**src/pkg/csb_pkg.sv**
```systemverilog
// Contract
// - l2 cache enable bit resets to zero; while zero the cache is never probed
// - read-only bit shows the wide-memory strap, one for the 128-bit memory interface
// - two-bit arbitration field: 0x cpu, 10 dma, 11 strong dma; resets to zero
// - a tag parity or unmapped-address error locks the captured error address
// - while locked any further error sets only the overflow flag, nothing else changes; the code also sets the overflow interrupt status bit
// - clearing all primary flags unlocks, whatever the overflow flag; software must clear them
// - read-only pending flag is one while the write buffer holds data; resets zero
// - locked-load flag shows the lock; any register or io-space write clears it
// - read-only bit shows the silicon revision as a fixed level
// - three-bit cause takes cpu request or dma command lines, locked with the address
// - victim flag is set when a victim write made an unmapped-address error
// - dma flag is set when a dma transaction caused the error, locked with the address
// - unmapped-address flag is write-one-to-clear, resets zero, sets only while unlocked
// - tag-control parity flag is write-one-to-clear, resets zero, sets only while unlocked
// - tag-address parity flag is write-one-to-clear, resets zero, sets only while unlocked
// - overflow flag is write-one-to-clear, resets zero, captures no address or cause
// - a primary error latches the faulting address into low and high address registers
// - on a victim read the originating transaction address is latched instead
package csb_pkg;

    localparam int AW = 34;
    localparam int DW = 16;
    localparam int FAW = 29; // system address bits 33:5
    localparam int LOW = 16; // low error address width
    localparam int HIW = 13; // high error address width

    // register byte addresses
    localparam logic [AW-1:0] OFS_GEN_CTRL = 34'h180000000;
    localparam logic [AW-1:0] OFS_ERR_DIAG = 34'h180000020;
    localparam logic [AW-1:0] OFS_ERR_LO   = 34'h180000080;
    localparam logic [AW-1:0] OFS_ERR_HI   = 34'h1800000a0;
    localparam logic [AW-1:0] OFS_IRQ_STS  = 34'h180000f80;
    localparam logic [AW-1:0] OFS_IRQ_MSK  = 34'h180000fa0;

    // general control fields
    localparam int GC_L2_ON  = 5;
    localparam int GC_WIDE   = 4;
    localparam int GC_ARB_LO = 1;
    localparam int GC_ARB_HI = 2;

    // error and diagnostic fields
    localparam int ED_WPEND    = 15;
    localparam int ED_LLOCK    = 14;
    localparam int ED_REV      = 13;
    localparam int ED_CAUSE_HI = 8;
    localparam int ED_CAUSE_LO = 6;
    localparam int ED_VICT     = 5;
    localparam int ED_DMA      = 4;
    localparam int ED_NXM      = 3;
    localparam int ED_TCP      = 2;
    localparam int ED_TAP      = 1;
    localparam int ED_LOST     = 0;

    // interrupt status and mask layout
    localparam int IRQ_TAP  = 0;
    localparam int IRQ_TCP  = 1;
    localparam int IRQ_NXM  = 2;
    localparam int IRQ_LOST = 3;
    localparam int IRQ_N    = 4;

    // reset values
    localparam logic            RST_L2_ON = 1'h0;
    localparam logic [1:0]      RST_ARB   = 2'h0;
    localparam logic            RST_FLAG  = 1'h0;
    localparam logic [2:0]      RST_CAUSE = 3'h0;
    localparam logic [FAW-1:0]  RST_ADDR  = 29'h0;
    localparam logic [IRQ_N-1:0] RST_IRQ  = 4'h0;
    localparam logic [DW-1:0]   RST_RDATA = 16'h0;

    typedef enum logic [1:0] {
        ARB_CPU        = 2'h0,
        ARB_DMA        = 2'h1,
        ARB_DMA_STRONG = 2'h3
    } csb_arb_t;

endpackage : csb_pkg

```
**src/pkg/csb_irq_if.sv**
```systemverilog
`timescale 1ns/1ns
// event, status and mask traffic between the register core and the interrupt block
interface csb_irq_if;
    logic [csb_pkg::IRQ_N-1:0] evt;
    logic                      sts_wr;
    logic                      msk_wr;
    logic [csb_pkg::IRQ_N-1:0] wdata;
    logic [csb_pkg::IRQ_N-1:0] sts;
    logic [csb_pkg::IRQ_N-1:0] msk;
    logic                      irq;

    modport core (
        output evt, sts_wr, msk_wr, wdata,
        input  sts, msk, irq
    );
    modport irqblk (
        input  evt, sts_wr, msk_wr, wdata,
        output sts, msk, irq
    );
endinterface : csb_irq_if

```
**src/core/csb_ctl_err.sv**
```systemverilog
`timescale 1ns/1ns
module csb_ctl_err #(
    parameter logic REV_LATE = 1'h1 // revision level, arbitrary default
) (
    input  wire logic                          ref_clk,
    input  wire logic                          sys_rst,
    input  wire logic [csb_pkg::AW-1:0]        reg_addr,
    input  wire logic [csb_pkg::DW-1:0]        reg_wdata,
    input  wire logic                          reg_wr,
    input  wire logic                          reg_rd,
    output logic      [csb_pkg::DW-1:0]        reg_rdata,
    input  wire logic                          widemem_pin,
    input  wire logic                          write_buffer_valid,
    input  wire logic                          locked_load_set,
    input  wire logic                          io_space_write,
    input  wire logic                          tag_addr_parity_err,
    input  wire logic                          tag_ctrl_parity_err,
    input  wire logic                          unmapped_addr_err,
    input  wire logic [csb_pkg::FAW-1:0]       fault_sysaddr,
    input  wire logic [csb_pkg::FAW-1:0]       origin_sysaddr,
    input  wire logic                          victim_read,
    input  wire logic                          victim_write,
    input  wire logic                          dma_cycle,
    input  wire logic [2:0]                    cpu_req_type,
    input  wire logic [2:0]                    dma_cmd,
    input  wire logic                          probe_req,
    output logic                               probe_grant,
    output logic                               l2_cache_on,
    output logic      [1:0]                    bus_arb_select,
    output csb_pkg::csb_arb_t                  arb_mode,
    output logic                               locked_load_flag,
    output logic                               irq
);

    // exact match decode, shared by read and write paths
    function automatic logic hit(input logic [csb_pkg::AW-1:0] a, input logic [csb_pkg::AW-1:0] ofs);
        hit = (a == ofs);
    endfunction : hit

    // 0x reads as cpu priority whatever the low bit holds
    function automatic csb_pkg::csb_arb_t arb_decode(input logic [1:0] f);
        if (!f[1])
            arb_decode = csb_pkg::ARB_CPU;
        else if (f[0])
            arb_decode = csb_pkg::ARB_DMA_STRONG;
        else
            arb_decode = csb_pkg::ARB_DMA;
    endfunction : arb_decode

    logic                     widemem_s;
    logic                     l2_on_r;
    logic [1:0]               arb_r;
    logic                     tap_r;
    logic                     tcp_r;
    logic                     nxm_r;
    logic                     lost_r;
    logic                     tap_nxt;
    logic                     tcp_nxt;
    logic                     nxm_nxt;
    logic                     lost_nxt;
    logic [2:0]               cause_r;
    logic                     vict_r;
    logic                     dma_r;
    logic [csb_pkg::FAW-1:0]  err_addr_r;
    logic                     llock_r;
    logic [csb_pkg::DW-1:0]   rdata_r;
    logic [csb_pkg::DW-1:0]   rd_nxt;
    logic                     wr_gen;
    logic                     wr_ed;
    logic                     wr_ists;
    logic                     wr_imsk;
    logic                     err_any;
    logic                     locked;
    logic                     capture;

    csb_irq_if irq_bus ();

    // strap comes from a pin, so it is resynchronised first
    csb_sync2 u_wide_sync (
        .ref_clk (ref_clk),
        .sys_rst (sys_rst),
        .din     (widemem_pin),
        .dout    (widemem_s)
    );

    csb_irq u_irq (
        .ref_clk (ref_clk),
        .sys_rst (sys_rst),
        .bus     (irq_bus.irqblk)
    );

    // write decode
    assign wr_gen  = reg_wr && hit(reg_addr, csb_pkg::OFS_GEN_CTRL);
    assign wr_ed   = reg_wr && hit(reg_addr, csb_pkg::OFS_ERR_DIAG);
    assign wr_ists = reg_wr && hit(reg_addr, csb_pkg::OFS_IRQ_STS);
    assign wr_imsk = reg_wr && hit(reg_addr, csb_pkg::OFS_IRQ_MSK);

    // general control; bits other than enable and arbitration are dropped
    always_ff @(posedge ref_clk)
    begin
        if (sys_rst)
        begin
            l2_on_r <= csb_pkg::RST_L2_ON;
            arb_r   <= csb_pkg::RST_ARB;
        end
        else if (wr_gen)
        begin
            l2_on_r <= reg_wdata[csb_pkg::GC_L2_ON];
            arb_r   <= reg_wdata[csb_pkg::GC_ARB_HI:csb_pkg::GC_ARB_LO];
        end
    end

    // cache probes are gated off while the cache is disabled
    assign probe_grant    = probe_req & l2_on_r;
    assign l2_cache_on    = l2_on_r;
    assign bus_arb_select = arb_r;
    assign arb_mode       = arb_decode(arb_r);

    // the lock is simply the or of the primary flags, so it can never disagree with them
    assign err_any = tag_addr_parity_err | tag_ctrl_parity_err | unmapped_addr_err;
    assign locked  = tap_r | tcp_r | nxm_r;
    assign capture = err_any & ~locked;

    // primary flags set only while unlocked; a set beats a same-cycle clear
    always_comb
    begin
        tap_nxt  = (tap_r & ~(wr_ed & reg_wdata[csb_pkg::ED_TAP])) | (capture & tag_addr_parity_err);
        tcp_nxt  = (tcp_r & ~(wr_ed & reg_wdata[csb_pkg::ED_TCP])) | (capture & tag_ctrl_parity_err);
        nxm_nxt  = (nxm_r & ~(wr_ed & reg_wdata[csb_pkg::ED_NXM])) | (capture & unmapped_addr_err);
        lost_nxt = (lost_r & ~(wr_ed & reg_wdata[csb_pkg::ED_LOST])) | (err_any & locked);
    end

    always_ff @(posedge ref_clk)
    begin
        if (sys_rst)
        begin
            tap_r  <= csb_pkg::RST_FLAG;
            tcp_r  <= csb_pkg::RST_FLAG;
            nxm_r  <= csb_pkg::RST_FLAG;
            lost_r <= csb_pkg::RST_FLAG;
        end
        else
        begin
            tap_r  <= tap_nxt;
            tcp_r  <= tcp_nxt;
            nxm_r  <= nxm_nxt;
            lost_r <= lost_nxt; // clearing lost alone never unlocks
        end
    end

    // capture address and cause on the unlocked error only; overflow errors leave them alone
    always_ff @(posedge ref_clk)
    begin
        if (sys_rst)
        begin
            err_addr_r <= csb_pkg::RST_ADDR;
            cause_r    <= csb_pkg::RST_CAUSE;
            vict_r     <= csb_pkg::RST_FLAG;
            dma_r      <= csb_pkg::RST_FLAG;
        end
        else if (capture)
        begin
            err_addr_r <= victim_read ? origin_sysaddr : fault_sysaddr;
            cause_r    <= dma_cycle ? dma_cmd : cpu_req_type;
            vict_r     <= victim_write & unmapped_addr_err;
            dma_r      <= dma_cycle;
        end
    end

    // lock for a locked load; a set in the same cycle as a clearing write wins
    always_ff @(posedge ref_clk)
    begin
        if (sys_rst)
            llock_r <= csb_pkg::RST_FLAG;
        else if (locked_load_set)
            llock_r <= 1'h1;
        else if (reg_wr || io_space_write)
            llock_r <= 1'h0;
    end

    assign locked_load_flag = llock_r;

    // interrupt events are the flag set terms, not the flag levels
    always_comb
    begin
        irq_bus.evt                   = '0;
        irq_bus.evt[csb_pkg::IRQ_TAP]  = capture & tag_addr_parity_err;
        irq_bus.evt[csb_pkg::IRQ_TCP]  = capture & tag_ctrl_parity_err;
        irq_bus.evt[csb_pkg::IRQ_NXM]  = capture & unmapped_addr_err;
        irq_bus.evt[csb_pkg::IRQ_LOST] = err_any & locked;
    end

    assign irq_bus.sts_wr = wr_ists;
    assign irq_bus.msk_wr = wr_imsk;
    assign irq_bus.wdata  = reg_wdata[csb_pkg::IRQ_N-1:0];
    assign irq            = irq_bus.irq;

    // read mux; reserved bits and unmapped addresses give zero
    always_comb
    begin
        rd_nxt = '0;
        if (hit(reg_addr, csb_pkg::OFS_GEN_CTRL))
        begin
            rd_nxt[csb_pkg::GC_L2_ON]                    = l2_on_r;
            rd_nxt[csb_pkg::GC_WIDE]                     = widemem_s;
            rd_nxt[csb_pkg::GC_ARB_HI:csb_pkg::GC_ARB_LO] = arb_r;
        end
        else if (hit(reg_addr, csb_pkg::OFS_ERR_DIAG))
        begin
            rd_nxt[csb_pkg::ED_WPEND]                        = write_buffer_valid;
            rd_nxt[csb_pkg::ED_LLOCK]                        = llock_r;
            rd_nxt[csb_pkg::ED_REV]                          = REV_LATE;
            rd_nxt[csb_pkg::ED_CAUSE_HI:csb_pkg::ED_CAUSE_LO] = cause_r;
            rd_nxt[csb_pkg::ED_VICT]                         = vict_r;
            rd_nxt[csb_pkg::ED_DMA]                          = dma_r;
            rd_nxt[csb_pkg::ED_NXM]                          = nxm_r;
            rd_nxt[csb_pkg::ED_TCP]                          = tcp_r;
            rd_nxt[csb_pkg::ED_TAP]                          = tap_r;
            rd_nxt[csb_pkg::ED_LOST]                         = lost_r;
        end
        else if (hit(reg_addr, csb_pkg::OFS_ERR_LO))
            rd_nxt = err_addr_r[csb_pkg::LOW-1:0];
        else if (hit(reg_addr, csb_pkg::OFS_ERR_HI))
            rd_nxt[csb_pkg::HIW-1:0] = err_addr_r[csb_pkg::FAW-1:csb_pkg::LOW];
        else if (hit(reg_addr, csb_pkg::OFS_IRQ_STS))
            rd_nxt[csb_pkg::IRQ_N-1:0] = irq_bus.sts;
        else if (hit(reg_addr, csb_pkg::OFS_IRQ_MSK))
            rd_nxt[csb_pkg::IRQ_N-1:0] = irq_bus.msk;
    end

    // read data stands for the one cycle after the strobe, zero otherwise
    always_ff @(posedge ref_clk)
    begin
        if (sys_rst)
            rdata_r <= csb_pkg::RST_RDATA;
        else if (reg_rd)
            rdata_r <= rd_nxt;
        else
            rdata_r <= csb_pkg::RST_RDATA;
    end

    assign reg_rdata = rdata_r;

    // checks

    a_probe_gate_off : assert property (@(posedge ref_clk) disable iff (sys_rst)
        (wr_gen && !reg_wdata[csb_pkg::GC_L2_ON]) |=> !probe_grant until wr_gen)
        else $error("probe granted with cache disabled");

    a_wide_strap_read : assert property (@(posedge ref_clk) disable iff (sys_rst)
        (reg_rd && hit(reg_addr, csb_pkg::OFS_GEN_CTRL)) |=> reg_rdata[csb_pkg::GC_WIDE] == $past(widemem_s))
        else $error("wide strap bit wrong");

    a_arb_field_write : assert property (@(posedge ref_clk) disable iff (sys_rst)
        wr_gen |=> (bus_arb_select == $past(reg_wdata[2:1])) && (arb_mode == arb_decode(bus_arb_select)))
        else $error("arbitration field not taken");

    a_err_lock_set : assert property (@(posedge ref_clk) disable iff (sys_rst)
        (!locked && err_any) |=> locked && (err_addr_r == $past(victim_read ? origin_sysaddr : fault_sysaddr)))
        else $error("error did not lock address");

    a_lost_only_set : assert property (@(posedge ref_clk) disable iff (sys_rst)
        (locked && err_any) |=> lost_r && $stable(err_addr_r) && $stable(cause_r) && $stable(dma_r))
        else $error("locked error disturbed capture");

    a_unlock_on_clear : assert property (@(posedge ref_clk) disable iff (sys_rst)
        (wr_ed && !err_any && ((reg_wdata[3:1] & {nxm_r, tcp_r, tap_r}) == {nxm_r, tcp_r, tap_r})) |=> !locked)
        else $error("address stayed locked");

    a_pending_read : assert property (@(posedge ref_clk) disable iff (sys_rst)
        (reg_rd && hit(reg_addr, csb_pkg::OFS_ERR_DIAG))
        |=> reg_rdata[csb_pkg::ED_WPEND] == $past(write_buffer_valid))
        else $error("write pending bit wrong");

    a_llock_clear : assert property (@(posedge ref_clk) disable iff (sys_rst)
        ((reg_wr || io_space_write) && !locked_load_set) |=> !locked_load_flag)
        else $error("locked load not cleared by write");

    a_cause_capture : assert property (@(posedge ref_clk) disable iff (sys_rst)
        capture |=> cause_r == $past(dma_cycle ? dma_cmd : cpu_req_type)
        && vict_r == $past(victim_write & unmapped_addr_err))
        else $error("cause not captured");

    a_flag_w1c : assert property (@(posedge ref_clk) disable iff (sys_rst)
        (wr_ed && reg_wdata[csb_pkg::ED_LOST] && !err_any) |=> !lost_r)
        else $error("overflow flag not cleared");

    a_rdata_one_cycle : assert property (@(posedge ref_clk) disable iff (sys_rst)
        !reg_rd |=> reg_rdata == '0)
        else $error("read data outside its cycle");

    a_l2_enable_write : assert property (@(posedge ref_clk) disable iff (sys_rst)
        wr_gen
        |=> l2_cache_on == $past(reg_wdata[csb_pkg::GC_L2_ON]))
        else $error("cache enable not taken");

    a_rev_bit_read : assert property (@(posedge ref_clk) disable iff (sys_rst)
        (reg_rd && hit(reg_addr, csb_pkg::OFS_ERR_DIAG))
        |=> reg_rdata[csb_pkg::ED_REV] == REV_LATE)
        else $error("revision bit wrong");

    a_lost_keeps_flags : assert property (@(posedge ref_clk) disable iff (sys_rst)
        (locked && err_any && !wr_ed)
        |=> $stable({nxm_r, tcp_r, tap_r}) && $stable(vict_r))
        else $error("locked error changed flags");

    a_llock_set : assert property (@(posedge ref_clk) disable iff (sys_rst)
        locked_load_set
        |=> locked_load_flag)
        else $error("locked load not set");

    a_dma_capture : assert property (@(posedge ref_clk) disable iff (sys_rst)
        capture
        |=> dma_r == $past(dma_cycle))
        else $error("dma flag not captured");

    a_flags_unlocked : assert property (@(posedge ref_clk) disable iff (sys_rst)
        locked
        |=> !$rose(tap_r) && !$rose(tcp_r) && !$rose(nxm_r))
        else $error("primary flag set while locked");

    a_unmapped_w1c : assert property (@(posedge ref_clk) disable iff (sys_rst)
        (wr_ed && reg_wdata[csb_pkg::ED_NXM] && !err_any)
        |=> !nxm_r)
        else $error("unmapped flag not cleared");

    a_err_addr_hold : assert property (@(posedge ref_clk) disable iff (sys_rst)
        !capture
        |=> $stable(err_addr_r))
        else $error("error address moved");

    a_victim_origin : assert property (@(posedge ref_clk) disable iff (sys_rst)
        (capture && victim_read)
        |=> err_addr_r == $past(origin_sysaddr))
        else $error("victim address latched");

    a_diag_reserved : assert property (@(posedge ref_clk) disable iff (sys_rst)
        (reg_rd && hit(reg_addr, csb_pkg::OFS_ERR_DIAG))
        |=> reg_rdata[12:9] == 4'h0)
        else $error("diag reserved bits set");

    a_gen_reserved : assert property (@(posedge ref_clk) disable iff (sys_rst)
        (reg_rd && hit(reg_addr, csb_pkg::OFS_GEN_CTRL))
        |=> {reg_rdata[15:6], reg_rdata[3], reg_rdata[0]} == 12'h0)
        else $error("control reserved bits set");

endmodule : csb_ctl_err

```
**src/core/csb_sync2.sv**
```systemverilog
`timescale 1ns/1ns
module csb_sync2 (
    input  wire logic ref_clk,
    input  wire logic sys_rst,
    input  wire logic din,
    output logic      dout
);
    logic meta_r;

    // two stages; only the second stage is read outside
    always_ff @(posedge ref_clk)
    begin
        if (sys_rst)
        begin
            meta_r <= 1'h0;
            dout   <= 1'h0;
        end
        else
        begin
            meta_r <= din;
            dout   <= meta_r;
        end
    end
endmodule : csb_sync2

```
**src/core/csb_irq.sv**
```systemverilog
`timescale 1ns/1ns
module csb_irq (
    input  wire logic ref_clk,
    input  wire logic sys_rst,
    csb_irq_if.irqblk bus
);
    // sticky status per event; a new event beats a same-cycle clear
    genvar i;
    generate
        for (i = 0; i < csb_pkg::IRQ_N; i++)
        begin : g_sts
            always_ff @(posedge ref_clk)
            begin
                if (sys_rst)
                    bus.sts[i] <= csb_pkg::RST_IRQ[i];
                else
                    bus.sts[i] <= (bus.sts[i] & ~(bus.sts_wr & bus.wdata[i])) | bus.evt[i];
            end
        end
    endgenerate

    // mask register, one enables the matching status bit
    always_ff @(posedge ref_clk)
    begin
        if (sys_rst)
            bus.msk <= csb_pkg::RST_IRQ;
        else if (bus.msk_wr)
            bus.msk <= bus.wdata;
    end

    assign bus.irq = |(bus.sts & bus.msk);
endmodule : csb_irq

```
**config.mk**
```make
export PLATFORM = sky130hd
export DESIGN_NAME = csb_ctl_err
export DESIGN_NICKNAME = d
export VERILOG_FILES = /design/src/pkg/csb_pkg.sv /design/src/pkg/csb_irq_if.sv /design/src/core/csb_ctl_err.sv /design/src/core/csb_sync2.sv /design/src/core/csb_irq.sv
export SDC_FILE = /design/constraint.sdc
export NUM_CORES = 1
export LEC_CHECK = 0
export ABC_CLOCK_PERIOD_IN_PS = 2200
export BUFFER_PORTS_ARGS = -buffer_cell sky130_fd_sc_hd__buf_2
export CAP_MARGIN = 10
export CORE_UTILIZATION = 45
export CTS_CLUSTER_DIAMETER = 40
export DETAILED_ROUTE_END_ITERATION = 16
export PLACE_DENSITY = 0.85
export SKIP_CTS_REPAIR_TIMING = 1
export SLEW_MARGIN = 40
export SYNTH_ARGS = -nofsm -noshare
export SYNTH_HDL_FRONTEND = slang
export SYNTH_HIERARCHICAL = 1
export SYNTH_SLANG_ARGS = --single-unit
export TNS_END_PERCENT = 20
```
**constraint.sdc**
```tcl
create_clock -name ref_clk -period 2.2 [get_ports ref_clk]
set_clock_uncertainty 0.1 [all_clocks]
set_input_delay 0.22 -clock ref_clk [delete_from_list [all_inputs] [get_ports ref_clk]]
set_output_delay 0.22 -clock ref_clk [all_outputs]
set_load 0.05 [all_outputs]
```
Yosys cells after proc, flatten, opt, wreduce, memory -nomap -nowiden
Cells that the tools add are included.
- output and inout port bits: 24
- register bits after elaboration: 68
- word-level logic and storage cells: 99
- input port bits: 129
- mux-type cells: 16
- eq/ne operators: 6
- bitwise gates (word level): 46
- reduce and logical (&&, ||, !) cells: 10
- operators by type and width (kind ; count):
    $eq A34 B33 Y1 const B ; 6
    $mux W29 ; 1
    $and A1 B1 Y1 ; 23
    $mux W9 ; 2
    $mux W13 ; 1
    $mux W4 ; 3
    $or A1 B1 Y1 ; 12
    $not A1 Y1 ; 10
    $mux W3 ; 3
    $mux W2 ; 4
    $reduce_or A4 Y1 ; 2
    $and A4 B4 Y4 ; 1
    $logic_and A1 B1 Y1 ; 4
    $reduce_or A3 Y1 ; 1
    $mux W1 ; 2
    $reduce_bool A2 Y1 ; 1
    $reduce_or A2 Y1 ; 1
    $logic_or A1 B1 Y1 ; 1

Longest topological paths before layout
- depth in word-level cells: 7
- depth in mapped cells: 8
- gate-level depth less buffers: 6

Cells and area by module
Netlist, hierarchy kept.
- modules (own cells, without submodules) (module ; cells each ; times used ; sequential area each (µm²) ; area each (µm²)):
    csb_ctl_err ; 335 ; 1 ; 1161.1 ; 2965.3
    csb_irq ; 33 ; 1 ; 160.2 ; 315.3
    csb_sync2 ; 4 ; 1 ; 40.0 ; 52.6

Least setup slack after synthesis
No wires, ideal clock.
- path type: input to register
- from: input reg_addr[1] (netlist name)
- to: register u_irq.bus.msk[0]
- library setup time: 0.114 ns
- path slack: 0.311 ns
- required time: 1.986 ns
- stages on the path: 6
- path buffers: 1
- data arrival time: 1.674 ns
- path through: or4_4 > nor4_2 > and4_1 > clkbuf_2 > mux2i_1 > nor2_1
- longest elaborated chain between the ends: 2
- ends and longest elaborated chain (what ; RTL line ; source):
    start, declared ; csb_ctl_err.sv:7 ; input wire logic [csb_pkg::AW-1:0] reg_addr,
    $eq A34 B33 Y1 ; csb_ctl_err.sv:37 ; hit = (a == ofs);
    $logic_and A1 B1 Y1 ; csb_ctl_err.sv:96 ; assign wr_imsk = reg_wr && hit(reg_addr, csb_pkg::OFS_IRQ_MSK);
    named net irq_bus.msk_wr ; csb_irq_if.sv:6 ; logic msk_wr;
    end signal, assigned ; csb_irq.sv:26 ; bus.msk <= csb_pkg::RST_IRQ;
    end signal, assigned ; csb_irq.sv:28 ; bus.msk <= bus.wdata;
    end, declared ; csb_irq_if.sv:18 ; output sts, msk, irq
The timed path passes the listed nets, and every way through them passes these cells.
A chain may end at the register's enable or synchronous reset.

Worst setup path in the final report
- from: input reg_addr[30] (netlist name)
- to: register u_irq.bus.msk[1]
The elaborated chain is that of the path after synthesis.

==> reports/results.txt <==
For the number of distinct library cells after synthesis, the log shows 46. Largest delay contributor family on the critical path: simple AND/OR/NAND/NOR gates. The number of max-cap violations is 0, and the delay of the slowest cell on the worst path is 380 ps.

For this run, the top clock speed supported by timing is 553 MHz. For the number of placed I/O pins, the log shows 153. The final layout contains 639 nets. The mapped netlist covers 3330 sq um. The via count normalized by instance count came out at 5.53.

The number of pins with negative max-slew slack in the final report is 0, and the core footprint is 7210 sq um. For this run, the number of Yosys warnings is 6. The most used flip-flop cell after synthesis is dfxtp_1. The slowest stage of the critical path belongs to the cell nor4b_1.

The number of global-route vias before repair is 3070. In this run the worst hold path is classified as input port to register. The number of antenna diodes in the final layout is 0. The worst setup path is of the input port to register kind. Averaged over all synthesized cells, the footprint is 8.96 sq um.

Clock latency on the worst-skew pair, taken at its later pin, is 340 ps. For the final hold violation count, the log shows 2. The run gives 1920 ps as the worst endpoint data arrival time.

The length of the first detailed-routing pass in iterations came out at 5. After clock tree synthesis, the clock-pin slew on the worst setup and hold paths is 70 ps. The checks that failed: hold timing.

For the number of rows created at floorplan, the log shows 31. TritonCTS built the clock tree. Walking the worst path, the cells encountered are buf_2, nor4b_1, nand4_1, nor2_1, and4_1, mux2i_1, nor2_1.

Summing all non-filler instances in the final layout gives an area of 4350 sq um. Of the cells placed in the final design, the portion with a size suffix greater than 1 is 35.6%. Type of origin of the critical path: an input port. The H-tree generated during clock tree synthesis spans 3 levels.

Including well taps, the total number of placed cells is 598. The pin count of the biggest net entering global routing was 67; the sequential-to-total area share from yosys stat was 40.8%. The tools report the die area as 7760 sq um. In the layout the commonest cells are buf_2 (141), dfxtp_1 (68), nor2_1 (55). The number of clock sinks is 68, and the area overhead of the layout relative to synthesis is 30.6%. The die width is 88.1 um, and the number of buffers on the longest clock path is 2. The tools report the placement-stage cell area as 4170 sq um.

The post-route non-filler standard cell count was 613. The first global-routing pass estimated 14400 um of wire. In this run the tightest slew margin relative to its limit is 65.0%. The detailed router finished its first iteration with 145 violations. The run gives 0.837 as the final estimated routing congestion in global placement. For the final routed database, the setup TNS stands at 0 ps. Gate count after technology mapping: 372.

For the setup-violating endpoint count in the final report, the log shows 0. Dividing the final minimum period by the clock period gives 82.2%. Counting flops with an async set or reset pin after synthesis yields a share of 0%. CTS placed an instance of clkbuf_8 at the clock tree root.

The worst setup path is captured at a register. The combined global-route utilization of all metal layers is 24.6%, and the routed wirelength normalized by instance count is 15.2 um. For the remaining antenna violation count, the log shows 0.

The vertical extent of the die is 88.1 um. The logs give 0.300 mV for the worst-case vdd ir drop and 46.2% for the initial core utilization. Along the worst path, the maximum fanout reaches 7.

Cells fill 60.4% of the core in the end. The total global routing overflow came out at 0. Most common library cell in the layout ignoring fill and taps: buf_2. Setup repair after global routing left no endpoint under its margin. For the leakage power, the log shows 1.91 nW. The detailed-route DRC error count was 0; the tightest hold margin was -11.0 ps. The power per standard cell area works out to 691 nW/um^2. The number of port buffers is 141. Among the stages of the critical path, the cell type that occurs most often is nor2_1. The worst-margin pin slew works out to 526 ps.

The worst path in the final design needs a cycle of 1810 ps, including I/O delays and setup. Summed over all nets, the half-perimeter wirelength after detailed placement is 7250 um. The number of nets in the synthesized netlist is 501. The flow ran to the end, but the final reports show violations. Summed over all layers, the routed wires come to 9320 um. Synthesis inferred 68 register bits.

The number of enable flip-flop cells after synthesis was 0. The run gives 9 as the total CTS buffers. The tools report the number of antenna violations at the first check in global routing as 0.

At the worst endpoint, the required time is 2310 ps. The detailed router placed 3392 vias in this run. The count of buffering cells on the critical path with inverters included is 1.
==> path summary, 6_finish.rpt <==
kind / startpoint / endpoint / slack [ps] / cells past startpoint
setup / recovery: reg_addr[30] / u_irq/bus.msk[1] / 390 / 7
hold / removal: widemem_pin / u_wide_sync/meta_r / -10 / 2
setup reg to reg: nxm_r / cause_r[1] / 410 / 5
hold reg to reg: u_wide_sync/dout / reg_rdata[4] / 380 / 2
==> layout make-up <==
class                           instances  area (sq um)
Inverter                               14          52.6
Fill cell                             657          2860
Clock inverter                          5          53.8
Sequential cell                        68          1360
Clock buffer                           10           128
Timing Repair Buffer                  154           828
Tap cell                               99           124
Multi-Input combinational cell        263          1810
==> sequential cells by signal (all words and copies together), names as in the netlist, 2 cells and up <==
register / flops
err_addr_r: 29
reg_rdata: 16
u_irq/bus.msk: 4
u_irq/bus.sts: 4
cause_r: 3
bus_arb_select: 2
==> report_power, final <==
| group | switching [mW] | internal, mW |
|---|---|---|
| clock network | 0.466 | 0.513 |
| registers | 0.0801 | 1.36 |
| logic | 0.322 | 0.266 |
| total | 0.868 | 2.14 |
==> cell families (layout without fill, tap and decap cells) <==
group / Yosys count / count (layout) / synth area share [%]
simple gates: 134 / 134 / 22.1
compound gates: 88 / 88 / 19.6
flops: 68 / 68 / 40.8
mux: 41 / 41 / 12.3
buf+inv: 41 / 183 / 5.18
==> layer usage <==
layer	vias to the layer above	track usage, %	routed length (um)
li1	1687	-	-
met1	1533	31.0	4020
met2	150	40.5	4490
met3	22	5.00	642
met4	0	11.1	170
met5	-	0	0
==> stage by stage <==
step	setup WS, ps	total power [mW]
6_report	392	3.01
5_1_grt	278	3.17
4_1_cts	411	3.02
3_5_place_dp	80.8	2.05
3_3_place_gp	134	2.03
2_1_floorplan	311	1.82
==> cells in the mapped netlist, types with 3 or more instances <==
library cell,n,share of area (%)
dfxtp_1,68,41
nor2_1,55,6.2
mux2i_1,40,12
a211oi_1,37,8.3
clkbuf_1,15,1.7
nand4_1,15,2.8
a21oi_1,13,2.0
inv_1,13,1.5
nand3_1,11,1.7
a22oi_1,8,1.8
nor2b_1,8,1.5
nor4_1,8,1.5
nand2_1,7,0.79
buf_2,5,0.75
nor3_1,5,0.75
a311oi_1,4,1.1
and4_1,4,1.1
buf_1,4,0.45
o22ai_1,4,0.75
o41ai_1,4,1.1
nor4_2,3,1.1
o21ai_0,3,0.45
o2bb2ai_1,3,0.79
o31ai_1,3,0.68
Note: power is estimated with default switching activity, not from simulation.
